===== config.mk =====
export PLATFORM = sky130hd
export DESIGN_NAME = ccs_sequencer
export DESIGN_NICKNAME = d
export VERILOG_FILES = /design/src/verilog/ccs_pkg.sv /design/src/verilog/ccs_sequencer.sv
export SDC_FILE = /design/constraint.sdc
export NUM_CORES = 1
export LEC_CHECK = 0
export ABC_AREA = 0
export ABC_CLOCK_PERIOD_IN_PS = 26800
export CORE_UTILIZATION = 49
export CTS_CLUSTER_SIZE = 10
export DETAILED_ROUTE_END_ITERATION = 16
export DONT_BUFFER_PORTS = 1
export PLACE_DENSITY_LB_ADDON = 0.08
export SLEW_MARGIN = 20
export SYNTH_ARGS = -nofsm -noshare
export SYNTH_HDL_FRONTEND = slang
export SYNTH_SLANG_ARGS = --single-unit
export TNS_END_PERCENT = 5

===== constraint.sdc =====
create_clock -name clk -period 26.8 [get_ports clk]
set_input_delay 2.68 -clock clk [delete_from_list [all_inputs] [get_ports clk]]
set_output_delay 2.68 -clock clk [all_outputs]
set_load 0.005 [all_outputs]

===== src/verilog/ccs_pkg.sv =====
/*
  Constants for the charge cycle sequencer: phase codes, default targets,
  safety and top-off timer lengths, APB register map and field positions.
  Assumes a 40 MHz system clock and a 1 s timebase derived from it.
*/
`default_nettype none
package ccs_pkg;
  // Clock and timebase
  localparam int unsigned CLK_HZ        = 40000000;
  localparam int unsigned TICK_S        = 1;
  localparam int unsigned TICK_CYCLES   = CLK_HZ * TICK_S;
  // Safety timer lengths in hours and top-off step in minutes, converted to seconds
  localparam int unsigned TRICKLE_TMR_H = 1;
  localparam int unsigned PRECHG_TMR_H  = 2;
  localparam int unsigned FAST_TMR_H    = 12;
  localparam int unsigned SEC_PER_H     = 3600;
  localparam int unsigned TRICKLE_TICKS = TRICKLE_TMR_H * SEC_PER_H;
  localparam int unsigned PRECHG_TICKS  = PRECHG_TMR_H * SEC_PER_H;
  localparam int unsigned FAST_TICKS    = FAST_TMR_H * SEC_PER_H;
  localparam int unsigned TOPOFF_MIN    = 15;
  localparam int unsigned TOPOFF_STEP_S = TOPOFF_MIN * 60;
  // Charge phase codes
  localparam logic [2:0] PH_IDLE    = 3'h0;
  localparam logic [2:0] PH_TRICKLE = 3'h1;
  localparam logic [2:0] PH_PRECHG  = 3'h2;
  localparam logic [2:0] PH_CC      = 3'h3;
  localparam logic [2:0] PH_CV      = 3'h4;
  localparam logic [2:0] PH_TOPOFF  = 3'h6;
  localparam logic [2:0] PH_DONE    = 3'h7;
  // Voltages in mV, plus the reset value of the recharge offset select
  localparam logic [15:0] CELL_CHARGE_VOLTAGE_TARGET_MV   = 16'h1068;
  localparam logic [15:0] TRICKLE_EXIT_MV = 16'h0898;
  localparam logic [15:0] RECHG_BASE_MV  = 16'h00C8;
  localparam logic [15:0] RECHG_STEP_MV  = 16'h0064;
  localparam logic [1:0]  RECHG_SEL_RST  = 2'h1;
  // Currents in mA
  localparam logic [15:0] TRICKLE_MA     = 16'h0064;
  localparam logic [15:0] PRECHG_MA      = 16'h0078;
  localparam logic [15:0] FAST_LO_MA     = 16'h07D0;
  localparam logic [15:0] FAST_HI_MA     = 16'h03E8;
  // Register byte offsets
  localparam logic [7:0] REG_CTRL   = 8'h00;
  localparam logic [7:0] REG_STATUS = 8'h04;
  localparam logic [7:0] REG_CHARGE_VOLTAGE_TARGET   = 8'h08;
  localparam logic [7:0] REG_FAST_CHARGE_CURRENT   = 8'h0C;
  // Control field positions and control register reset value
  localparam int unsigned CTL_CHG_EN   = 0;
  localparam int unsigned CTL_TERM_EN  = 1;
  localparam int unsigned CTL_STAT_DIS = 2;
  localparam int unsigned CTL_LDO_DIS  = 3;
  localparam int unsigned CTL_MASK     = 4;
  localparam int unsigned CTL_RST      = 5;
  localparam int unsigned CTL_RECHG    = 6;
  localparam int unsigned CTL_TOPOFF   = 8;
  localparam logic [9:0]  CTL_RESET    = 10'h043;
  // Status blink half period in timebase ticks
  localparam int unsigned BLINK_TICKS  = 1;
endpackage : ccs_pkg
`default_nettype wire


===== src/verilog/ccs_sequencer.sv =====
/*
  Charge cycle sequencer: picks trickle, pre-charge, CC, CV, top-off and
  done phases, runs safety and top-off timers, drives status pin and alert.
  Assumes analogue comparator and loop flags arrive asynchronously and are
  synchronised here; registers are reached over APB on clk.
*/
// Added by the designer: the APB register port and the address map.
`default_nettype none
module ccs_sequencer #(
  parameter int unsigned CELLS      = 2,
  parameter int unsigned TICK_CYC   = ccs_pkg::TICK_CYCLES,
  parameter int unsigned FAST_T     = ccs_pkg::FAST_TICKS,
  parameter int unsigned PRE_T      = ccs_pkg::PRECHG_TICKS,
  parameter int unsigned TRK_T      = ccs_pkg::TRICKLE_TICKS,
  parameter int unsigned TOPOFF_T   = ccs_pkg::TOPOFF_STEP_S
) (
  // Clock and reset
  input  wire  logic        clk,
  input  wire  logic        reset_n,
  // APB slave
  input  wire  logic        psel,
  input  wire  logic        penable,
  input  wire  logic        pwrite,
  input  wire  logic [7:0]  paddr,
  input  wire  logic [31:0] pwdata,
  output logic [31:0]       prdata,
  output logic              pready,
  output logic              pslverr,
  // Analogue side, asynchronous
  input  wire  logic        chargeEnable_n,
  input  wire  logic        converterUp,
  input  wire  logic        thermFault,
  input  wire  logic        cvLoopActive,
  input  wire  logic        belowTermCurrent,
  input  wire  logic        inputCurrentLimitLoop,
  input  wire  logic        inputVoltageLimitLoop,
  input  wire  logic        thermalRegulationLoop,
  input  wire  logic        supplementMode,
  input  wire  logic [15:0] batteryMv,
  // Outputs
  output logic [2:0]        chargePhaseCode,
  output logic              hostAlert,
  output logic              statusPinOut,
  output logic              statusPinOe,
  output logic              batterySwitch,
  output logic              linearMode,
  output logic [15:0]       chargeCurrentMa,
  output logic              timerFault
);

  localparam int unsigned TW = 24;

  typedef enum logic [2:0] {ST_IDLE, ST_TRICKLE, ST_PRE, ST_CC, ST_CV, ST_TOPOFF,
                            ST_DONE, ST_FAULT} ccs_state_t;

  typedef struct packed {
    ccs_state_t  st;
    logic [9:0]  ctrl;
    logic [15:0] vregMv;
    logic [15:0] ichgMa;
    logic [8:0]  s1;
    logic [8:0]  s2;
    logic [15:0] vb1;
    logic [15:0] vb2;
    logic [25:0] tickCnt;
    logic        halfPhase;
    logic [TW-1:0] safety;
    logic [TW-1:0] topoff;
    logic [TW-1:0] topoffEnd;
    logic        termArm;
    logic        enPrev;
    logic        termPrev;
    logic        blink;
    logic [2:0]  code;
    logic        alert;
    logic [31:0] rdata;
  } ccs_reg_t;

  ccs_reg_t r;
  ccs_reg_t next_r;

  logic       sCe, sUp, sTherm, sCv, sLowI, sIlim, sVlim, sTreg, sSupp;
  logic       chgOn, limiting, tick, step, termHit, wr, rd;
  logic [15:0] rechgMv, lowvMv, vbat;
  logic [TW-1:0] limit;
  logic [2:0]  newCode;

  assign {sSupp, sTreg, sVlim, sIlim, sLowI, sCv, sTherm, sUp, sCe} = r.s2;
  assign vbat    = r.vb2;
  assign wr      = psel && penable && pwrite;
  assign rd      = psel && !penable && !pwrite;
  assign chgOn   = r.ctrl[ccs_pkg::CTL_CHG_EN] && !sCe;
  assign limiting = sIlim || sVlim || sTreg;
  assign rechgMv = r.vregMv - (ccs_pkg::RECHG_BASE_MV
                   + 16'(r.ctrl[ccs_pkg::CTL_RECHG +: 2] - ccs_pkg::RECHG_SEL_RST)
                   * ccs_pkg::RECHG_STEP_MV);
  assign lowvMv  = 16'((32'(r.vregMv) * 32'd71) / 32'd100);
  assign tick    = r.tickCnt == 26'(TICK_CYC - 1);
  assign step    = tick && (!limiting || r.halfPhase);
  assign termHit = sLowI && (vbat > rechgMv) && sCv && !limiting;

  always_comb
  begin
    unique case (r.st)
      ST_TRICKLE: limit = TW'(TRK_T);
      ST_PRE:     limit = TW'(PRE_T);
      default:    limit = TW'(FAST_T);
    endcase
  end

  always_comb
  begin
    next_r = r;
    next_r.s1 = {supplementMode, thermalRegulationLoop, inputVoltageLimitLoop,
                 inputCurrentLimitLoop, belowTermCurrent, cvLoopActive, thermFault,
                 converterUp, chargeEnable_n};
    next_r.s2 = r.s1;
    next_r.vb1 = batteryMv;
    next_r.vb2 = r.vb1;
    next_r.alert = 1'b0;
    next_r.enPrev = chgOn;
    next_r.ctrl[ccs_pkg::CTL_RST] = 1'b0;
    next_r.tickCnt = tick ? 26'h0 : r.tickCnt + 26'h1;
    if (tick && limiting)
      next_r.halfPhase = !r.halfPhase;
    else if (!limiting)
      next_r.halfPhase = 1'b0;
    if (tick)
      next_r.blink = !r.blink;
    // Register writes
    if (wr)
    begin
      unique case (paddr)
        ccs_pkg::REG_CTRL:
        begin
          next_r.ctrl = pwdata[9:0];
          if (pwdata[ccs_pkg::CTL_TERM_EN] && !r.ctrl[ccs_pkg::CTL_TERM_EN])
            next_r.termArm = 1'b1;
          if (!pwdata[ccs_pkg::CTL_TERM_EN] && r.st != ST_TOPOFF && r.st != ST_DONE)
            next_r.termArm = 1'b0;
        end
        ccs_pkg::REG_CHARGE_VOLTAGE_TARGET: next_r.vregMv = pwdata[15:0];
        ccs_pkg::REG_FAST_CHARGE_CURRENT: next_r.ichgMa = pwdata[15:0];
        default: ;
      endcase
    end
    if (rd)
    begin
      unique case (paddr)
        ccs_pkg::REG_CTRL:   next_r.rdata = {22'h0, r.ctrl};
        ccs_pkg::REG_STATUS: next_r.rdata = {27'h0, r.termArm, r.st == ST_FAULT, r.code};
        ccs_pkg::REG_CHARGE_VOLTAGE_TARGET:   next_r.rdata = {16'h0, r.vregMv};
        ccs_pkg::REG_FAST_CHARGE_CURRENT:   next_r.rdata = {16'h0, r.ichgMa};
        default:             next_r.rdata = 32'h0;
      endcase
    end
    // Sequencer
    if (!chgOn)
      next_r.st = ST_IDLE;
    else
    begin
      unique case (r.st)
        ST_IDLE:
          if (sUp && !sTherm)
          begin
            next_r.st = ST_TRICKLE;
            next_r.safety = '0;
            next_r.termArm = r.ctrl[ccs_pkg::CTL_TERM_EN];
          end
        ST_TRICKLE, ST_PRE, ST_CC, ST_CV:
        begin
          if (sTherm || !sUp || sSupp)
            next_r.safety = r.safety; // Suspended
          else if (step)
            next_r.safety = r.safety + TW'(1);
          if (r.safety >= limit)
            next_r.st = ST_FAULT;
          else if (r.st != ST_CV && vbat < ccs_pkg::TRICKLE_EXIT_MV)
          begin
            if (r.st != ST_TRICKLE) next_r.safety = '0;
            next_r.st = ST_TRICKLE;
          end
          else if (r.st != ST_CV && vbat < lowvMv)
          begin
            if (r.st != ST_PRE) next_r.safety = '0;
            next_r.st = ST_PRE;
          end
          else if (r.st == ST_CV || sCv)
          begin
            if (r.st != ST_CV && r.st != ST_CC) next_r.safety = '0;
            next_r.st = ST_CV;
            if (termHit && r.termArm)
            begin
              next_r.topoff = '0;
              next_r.topoffEnd = TW'(r.ctrl[ccs_pkg::CTL_TOPOFF +: 2]) * TW'(TOPOFF_T);
              next_r.st = (r.ctrl[ccs_pkg::CTL_TOPOFF +: 2] != 2'h0) ? ST_TOPOFF : ST_DONE;
            end
          end
          else
          begin
            if (r.st != ST_CC) next_r.safety = '0;
            next_r.st = ST_CC;
          end
        end
        ST_TOPOFF:
        begin
          if (!(sTherm || !sUp || sSupp) && step)
            next_r.topoff = r.topoff + TW'(1);
          if (r.topoff >= r.topoffEnd)
            next_r.st = ST_DONE;
        end
        ST_DONE:
          if (vbat < rechgMv)
          begin
            next_r.st = ST_IDLE;
            next_r.termArm = r.ctrl[ccs_pkg::CTL_TERM_EN];
          end
        ST_FAULT: ;
      endcase
    end
    if (chgOn && !r.enPrev)
      next_r.topoff = '0;
    if (r.ctrl[ccs_pkg::CTL_RST])
    begin
      next_r.topoff = '0;
      next_r.ctrl[ccs_pkg::CTL_TOPOFF +: 2] = 2'h0;
      if (r.st == ST_TOPOFF) next_r.st = ST_DONE;
    end
    unique case (next_r.st)
      ST_TRICKLE: newCode = ccs_pkg::PH_TRICKLE;
      ST_PRE:     newCode = ccs_pkg::PH_PRECHG;
      ST_CC:      newCode = ccs_pkg::PH_CC;
      ST_CV:      newCode = ccs_pkg::PH_CV;
      ST_TOPOFF:  newCode = ccs_pkg::PH_TOPOFF;
      ST_DONE:    newCode = ccs_pkg::PH_DONE;
      default:    newCode = ccs_pkg::PH_IDLE;
    endcase
    next_r.code = newCode;
    if (newCode != r.code && !r.ctrl[ccs_pkg::CTL_MASK])
      next_r.alert = 1'b1;
  end

  always_ff @(posedge clk or negedge reset_n)
  begin
    if (!reset_n)
    begin
      r <= '0;
      r.st <= ST_IDLE;
      r.ctrl <= ccs_pkg::CTL_RESET;
      r.vregMv <= 16'(ccs_pkg::CELL_CHARGE_VOLTAGE_TARGET_MV * 16'(CELLS));
      r.ichgMa <= (CELLS <= 2) ? ccs_pkg::FAST_LO_MA : ccs_pkg::FAST_HI_MA;
      r.s1 <= 9'h001;
      r.s2 <= 9'h001;
    end
    else
      r <= next_r;
  end

  assign prdata  = r.rdata;
  assign pready  = 1'b1;
  assign pslverr = 1'b0;
  assign chargePhaseCode = r.code;
  assign hostAlert = r.alert;
  assign timerFault = r.st == ST_FAULT;
  assign statusPinOe = !r.ctrl[ccs_pkg::CTL_STAT_DIS];
  assign statusPinOut = (r.st == ST_FAULT) ? r.blink :
                        !(r.st inside {ST_TRICKLE, ST_PRE, ST_CC, ST_CV, ST_TOPOFF});
  assign batterySwitch = !(r.st == ST_DONE) || sSupp;
  assign linearMode = !r.ctrl[ccs_pkg::CTL_LDO_DIS] || r.st == ST_TRICKLE;
  always_comb
  begin
    unique case (r.st)
      ST_TRICKLE: chargeCurrentMa = ccs_pkg::TRICKLE_MA;
      ST_PRE:     chargeCurrentMa = ccs_pkg::PRECHG_MA;
      ST_CC, ST_CV, ST_TOPOFF: chargeCurrentMa = r.ichgMa;
      default:    chargeCurrentMa = 16'h0;
    endcase
  end

  // Assertions
  a_alert_on_change: assert property (@(posedge clk) disable iff (!reset_n)
    ($changed(chargePhaseCode) && !$past(r.ctrl[ccs_pkg::CTL_MASK])) |-> hostAlert)
    else $error("phase change without alert");
  a_idle_when_off: assert property (@(posedge clk) disable iff (!reset_n)
    !chgOn |=> chargePhaseCode == ccs_pkg::PH_IDLE)
    else $error("charging while disabled");
  a_done_switch_off: assert property (@(posedge clk) disable iff (!reset_n)
    (r.st == ST_DONE && !sSupp) |-> !batterySwitch)
    else $error("switch on after completion");
  a_no_term_limit: assert property (@(posedge clk) disable iff (!reset_n)
    (r.st == ST_CV && limiting) |=> r.st != ST_DONE && r.st != ST_TOPOFF)
    else $error("terminated while limiting");
  a_mask_alert: assert property (@(posedge clk) disable iff (!reset_n)
    $past(r.ctrl[ccs_pkg::CTL_MASK]) && r.ctrl[ccs_pkg::CTL_MASK] |-> !hostAlert)
    else $error("masked alert fired");
  a_stat_low_chg: assert property (@(posedge clk) disable iff (!reset_n)
    (r.st == ST_CC) |-> !statusPinOut)
    else $error("status pin not low while charging");
  a_topoff_code: assert property (@(posedge clk) disable iff (!reset_n)
    (r.st == ST_TOPOFF) |=> (chargePhaseCode == 3'h6 || chargePhaseCode == 3'h7
                             || chargePhaseCode == 3'h0))
    else $error("bad code in top-off");
  a_half_rate: assert property (@(posedge clk) disable iff (!reset_n)
    (tick && limiting && !r.halfPhase && r.st == ST_CC) |=> $stable(r.safety))
    else $error("timer advanced on skipped tick");

endmodule : ccs_sequencer
`default_nettype wire


Yosys cells after proc, flatten, opt, wreduce, memory -nomap -nowiden. Cells that the tools add are included. W data, S select, Z words.

Flip-flop bits (word level): 219. Logic and storage cells: 191.

Div/mod/pow operators: 1. Order comparisons: 6. Bitwise operators: 3. Multipliers: 3. Equal/unequal tests: 32. Add/subtract/negate cells: 6. Reductions and logical operators: 64. Mux-type cells: 55.

Operator list (count): $mux W24 (14); $mux W48 (4); $pmux W24 S2 (2); $mux W72 (1); $pmux W16 S4 (1); $mux W49 (1); $add A24 B1 Y24 const B (2); $pmux W16 S3 (1); $mux W42 (1); $div A23 B7 Y32 const B (1); $lt A16 B16 Y1 (2); $mux W16 (2); $pmux W16 S2 (1); $mux W3 (9); $add A26 B1 Y26 const B (1); $eq A26 B26 Y1 const B (1); $mux W26 (1); $ge A24 B12 Y1 (1); $ge A24 B16 Y1 (1); $ne A4 B4 Y1 const B (6); $mul A16 B7 Y23 const B (1); $eq A3 B3 Y1 const B (7); $logic_and A1 B1 Y1 (21); $pmux W3 S6 (1); other kinds (38) (87).

Depth between registers and ports, before layout.
Word-level depth: 23. Depth in mapped cells: 65. Mapped depth without buffers: 59.

Worst setup path before layout. No wires, ideal clock.

Path type: register to register. Start point: reg r[218] in the netlist's numbering. End point: reg r, in the netlist hostAlert. Stages on the path, launching flop included: 59. Data required time: 26.735 ns. Path buffers: 2. Arrival time: 14.085 ns. Path slack: 12.649 ns. Period minus slack after synthesis: 14.151 ns. Cells stage by stage: dfstp_2 -> ha_1 -> ha_1 -> fa_1 -> inv_1 -> fa_1 -> inv_1 -> ha_1 -> buf_4 -> a21oi_2 -> o21ai_2 -> or4_1 -> o32ai_1 -> nor2_1 -> nor3_2 -> o311a_1 -> nand3_1 -> a311o_1 -> (+23 left out) -> o211a_1 -> a211o_1 -> a221o_1 -> nand2_1 -> a41oi_1 -> ha_1 -> a21o_1 -> a21o_1 -> or4_1 -> nor2b_1 -> mux2i_1 -> a221oi_2 -> a211o_2 -> o21a_2 -> inv_2 -> and4_1 -> o41ai_1 -> o211a_1.

RTL lines: from (decl) (RTL line ccs_sequencer.sv:79) `ccs_reg_t r;`; from (signal assigned) (RTL line ccs_sequencer.sv:256) `r <= next_r;`.

Worst setup path after layout.
Start point: reg r[214] in the netlist's numbering. End point: reg r[88] in the netlist's numbering.

Longest elaborated chain between the ends: 8.

Ends and longest elaborated chain: $mul A16 B7 Y23 (RTL line ccs_sequencer.sv:97) `assign lowvMv = 16'((32'(r.vregMv) * 32'd71) / 32'd100);`; $div A23 B7 Y32 (RTL line ccs_sequencer.sv:97); $lt A16 B16 Y1 (RTL line ccs_sequencer.sv:183) `else if (r.st != ST_CV && vbat < lowvMv)`; $logic_and A1 B1 Y1 (RTL line ccs_sequencer.sv:183); $mux W24 (RTL line ccs_sequencer.sv:183); $mux W24 (RTL line ccs_sequencer.sv:178) `else if (r.st != ST_CV && vbat < ccs_pkg::TRICKLE_EXIT_MV)`; $mux W72 (RTL line ccs_sequencer.sv:176) `if (r.safety >= limit)`; $pmux W24 S2 (RTL line ccs_sequencer.sv:162) `unique case (r.st)`.

No other way between the ends. The select of a mux whose other input is x is not followed. A chain may end at the register's enable or synchronous reset.

==> flow_summary.yaml <==
clock_tree:
  cts_root_buffer: "sky130_fd_sc_hd__clkbuf_16"
  cts.reportedPaths.clkPinSlew_ns: 0.08
  cts_tree: "yes"
  numCtsBuffers: 17
  number_of_buffers_inserted_for_hold_repair_after_clock_tree_synthesis: 0
  post_cts.repair.setup_buffers: 0
  ctsLongestPathBuffers: 2
  cts.sink_count: 199
  clock_latency_ns: 0.45
  cts_htree_levels: 4
  cts.repair.resized: 0
yosys:
  synth.top_cells.by_area: "sky130_fd_sc_hd__dfrtp_1 (27%), sky130_fd_sc_hd__ha_1 (10%), sky130_fd_sc_hd__nand2_1 (3.9%)"
  synthDistinctLibCells: 121
  avgSynthCellArea_um2: 8.68
  syn-cell-area_um2: 17200
  synth_async_sr_flop_share_pct: 100
  synth-seq-area-share_pct: 29.1
  synth.ff_latch_count: 199
  syn_inst: 1980
  synth_top_flop_cell: "sky130_fd_sc_hd__dfrtp_1"
  synth_most_common_cell: "sky130_fd_sc_hd__dfrtp_1"
  count_of_flip_flops_with_a_built_in_enable_after_synthesis: 0
  ys_top_cells_by_count: "sky130_fd_sc_hd__dfrtp_1 (184), sky130_fd_sc_hd__nand2_1 (178), sky130_fd_sc_hd__ha_1 (144)"
  synth_top_cell_area_share_pct: 26.8
  yosysTopAreaCell: "sky130_fd_sc_hd__dfrtp_1"
  yosys_warnings: 0
drt:
  drt_pre_antenna_iters: 7
  starting_drc_count_in_detailed_routing: 940
  detail_route.vias_per_cell: 6.04
  finalWirelength_um: 43300
  detail_route.drc_violations: 0
  vias: 14500
  antenna_violating_nets_post_route: 0
  detail_route.wl_per_cell_um: 18.0
floorplan:
  num_io_pins: 129
  die_height_um: 189
  initial_core_util_pct: 49.7
  rows: 68
  die_width_um: 189
  floorplan.core_area_um2: 34500
  dieArea_um2: 35800
min_path:
  timing.hold.worst_endpoint: "r[176]$_DFF_PN0_"
  hold_class: "flip-flop to flip-flop"
  hold_path_depth: 0
  hold_path.startpoint: "next_r[176]$_DFF_PN0_"
placement:
  gp_congestion: 0.925
  io_buffer_count: 0
  hpwl_um: 33000
worst_setup_path:
  cp_most_frequent_cell: "sky130_fd_sc_hd__nand2_1"
  regToRegStartpoint: "r[214]$_DFFE_PN0P_"
  reg2reg_setup_slack_ns: 9.63
  cpMaxStageDelayCell: "sky130_fd_sc_hd__a41oi_1"
  criticalPathCategory: "flip-flop to flip-flop"
  cp_slowest_stage_delay_ns: 0.76
  category_of_the_worst_setup_path_capture_point: "flip-flop"
  crit_fanout: 39
  critical_path.reg2reg.endpoint: "r[88]$_DFFE_PN0P_"
  worst_r2r_path_depth: 57
  timing.critical_path.arrival_ns: 17.53
  timing.critical_path.from_type: "flip-flop"
  cp.required_ns: 27.16
grt:
  global_route.overflow_total: 0
  largest_net_degree_at_the_start_of_global_routing: 200
  antenna_violations_before_repair: 0
  first_global_vias: 13800
  global_route_wire_length_before_repair_um: 71700
  track_usage_pct: 24.7
cells_and_area:
  area_delta_synth_final_pct: 4.68
  num-nets-final: 2168
  layout-drive-gt1-share_pct: 8.80
  num-fill-cells: 3312
timing:
  setup_total_negative_slack_ns: 0
  timing.final.max_slew_violations: 0
  max_freq_mhz: 58.2
  final_setup_violations: 0
  rsz0062_at_grt: "false"
  relSlewSlack_pct: 31.9
  max_slew.worst_pin.slew_ns: 1.01
  hold_viol_final: 0
  ratio_of_final_minimum_period_to_clock_period_pct: 64.1
  fin_crit_ns: 17.17
  final.setup_skew_ns: 0.0174
outcome:
  run_status: "complete, no violations"
flow_run:
  cap_violations: 0
## through the flow
| stage | hold slack [ns] | setup WS, ns | std cells | utilization (%) | area [um^2] |
|---|---|---|---|---|---|
| 6_report | 0.349 | 9.63 | 2399 | 52.1 | 18000 |
| 5_1_grt | 0.355 | 8.39 | 2398 | 52.1 | 18000 |
| 4_1_cts | 0.352 | 9.81 | 2398 | 52.0 | 18000 |
| 3_5_place_dp | 0.335 | 9.89 | 2366 | 50.2 | 17300 |
| 3_3_place_gp | 0.333 | 10.06 | 2366 | 50.2 | 17300 |
| 2_1_floorplan | 0.331 | 12.65 | 1996 | - | 17200 |
## cell usage in the layout (no fill, tap or decap), types with 12 or more instances in the layout
| cell type | n |
|---|---|
| sky130_fd_sc_hd__nand3_1 | 76 |
| sky130_fd_sc_hd__nand2_1 | 178 |
| sky130_fd_sc_hd__ha_1 | 144 |
| sky130_fd_sc_hd__nor3_1 | 40 |
| sky130_fd_sc_hd__xnor2_1 | 59 |
| sky130_fd_sc_hd__dfstp_2 | 15 |
| sky130_fd_sc_hd__a211oi_1 | 27 |
| sky130_fd_sc_hd__and2_1 | 30 |
| sky130_fd_sc_hd__o21ai_0 | 117 |
| sky130_fd_sc_hd__fa_1 | 24 |
| sky130_fd_sc_hd__mux2_2 | 24 |
| sky130_fd_sc_hd__mux2i_1 | 18 |
| sky130_fd_sc_hd__a21oi_1 | 91 |
| sky130_fd_sc_hd__nor4_1 | 22 |
| sky130_fd_sc_hd__and3_1 | 21 |
| sky130_fd_sc_hd__inv_1 | 142 |
| sky130_fd_sc_hd__o21ai_1 | 38 |
| sky130_fd_sc_hd__nor2_1 | 128 |
| sky130_fd_sc_hd__conb_1 | 18 |
| sky130_fd_sc_hd__xor2_1 | 32 |
| sky130_fd_sc_hd__a21o_1 | 16 |
| sky130_fd_sc_hd__or3_1 | 19 |
| sky130_fd_sc_hd__dfrtp_1 | 184 |
| sky130_fd_sc_hd__o21a_1 | 15 |
| sky130_fd_sc_hd__nor2b_1 | 20 |
| sky130_fd_sc_hd__o22ai_1 | 14 |
| sky130_fd_sc_hd__o211ai_1 | 20 |
| sky130_fd_sc_hd__nand2b_1 | 39 |
| sky130_fd_sc_hd__o31ai_1 | 13 |
| sky130_fd_sc_hd__a31oi_1 | 40 |
| sky130_fd_sc_hd__clkbuf_16 | 17 |
| sky130_fd_sc_hd__nand4_1 | 25 |
| sky130_fd_sc_hd__o211a_1 | 12 |
| sky130_fd_sc_hd__a22o_1 | 13 |
## routing by layer
layer  routed length, um  vias up  part of all wire [%]  track usage [%]
met5                   0        -                     0                0
met1               19600     7055                    45             32.7
li1                    -     7082                     -                -
met4                 923        0                   2.1             7.04
met2               21400      299                    50             42.8
met3                1300       58                   3.0             2.39
## sequential cells by signal, indices dropped and copies added (netlist names)
register         flops
chargePhaseCode      3
hostAlert            1
next_r              25
prdata              16
r                  138
vbat                16
## cell type report
class	instances	area, um^2	area share, %
well taps	455	569	3.17
diodes	1	2.50	0.0139
flip-flops and latches	199	5000	27.8
clock buffers	17	425	2.37
repair buffers	9	67.6	0.376
inverters	146	551	3.06
multi-input cells	1557	11200	62.1
clock inverters	15	205	1.14
## worst max-delay path, delay by kind of cell, from the launching register on
family / cells / cell delay [ns]
multiplexers: 3 / 0.81
adder cells (fa/ha/maj): 6 / 2.33
buffers and inverters: 4 / 0.62
XOR/XNOR: 1 / 0.70
AND/OR/NAND/NOR: 12 / 2.84
AO/OA/AOI/OAI: 31 / 9.27
flip-flops: 1 / 0.47
## logic make-up (layout without fill, tap and decap cells)
family | after synthesis | after routing | share of synthesized area (%)
adder cells (fa/ha/maj) | 171 | 171 | 13.5
buffers and inverters | 240 | 187 | 6.45
flip-flops | 199 | 199 | 29.1
AO/OA/AOI/OAI | 555 | 555 | 22.9
AND/OR/NAND/NOR | 668 | 668 | 19.6
other | 2 | 19 | 0.0437
multiplexers | 53 | 53 | 3.75
XOR/XNOR | 92 | 92 | 4.69
## how the worst max path moves through the flow
stage | startpoint | end | cells after the start
2_1_floorplan | r[218]$_DFFE_PN1P_ | hostAlert$_DFF_PN0_ | 58
3_3_place_gp | r[214]$_DFFE_PN0P_ | r[88]$_DFFE_PN0P_ | 55
3_5_place_dp | r[214]$_DFFE_PN0P_ | r[88]$_DFFE_PN0P_ | 56
4_1_cts | r[214]$_DFFE_PN0P_ | r[88]$_DFFE_PN0P_ | 56
5_1_grt | r[214]$_DFFE_PN0P_ | r[111]$_DFFE_PN0P_ | 56
6_report | r[214]$_DFFE_PN0P_ | r[88]$_DFFE_PN0P_ | 57
Power is left out: the tool's default activity adds up to more than one toggle a clock period on the data nets, which glitch-free logic cannot reach.
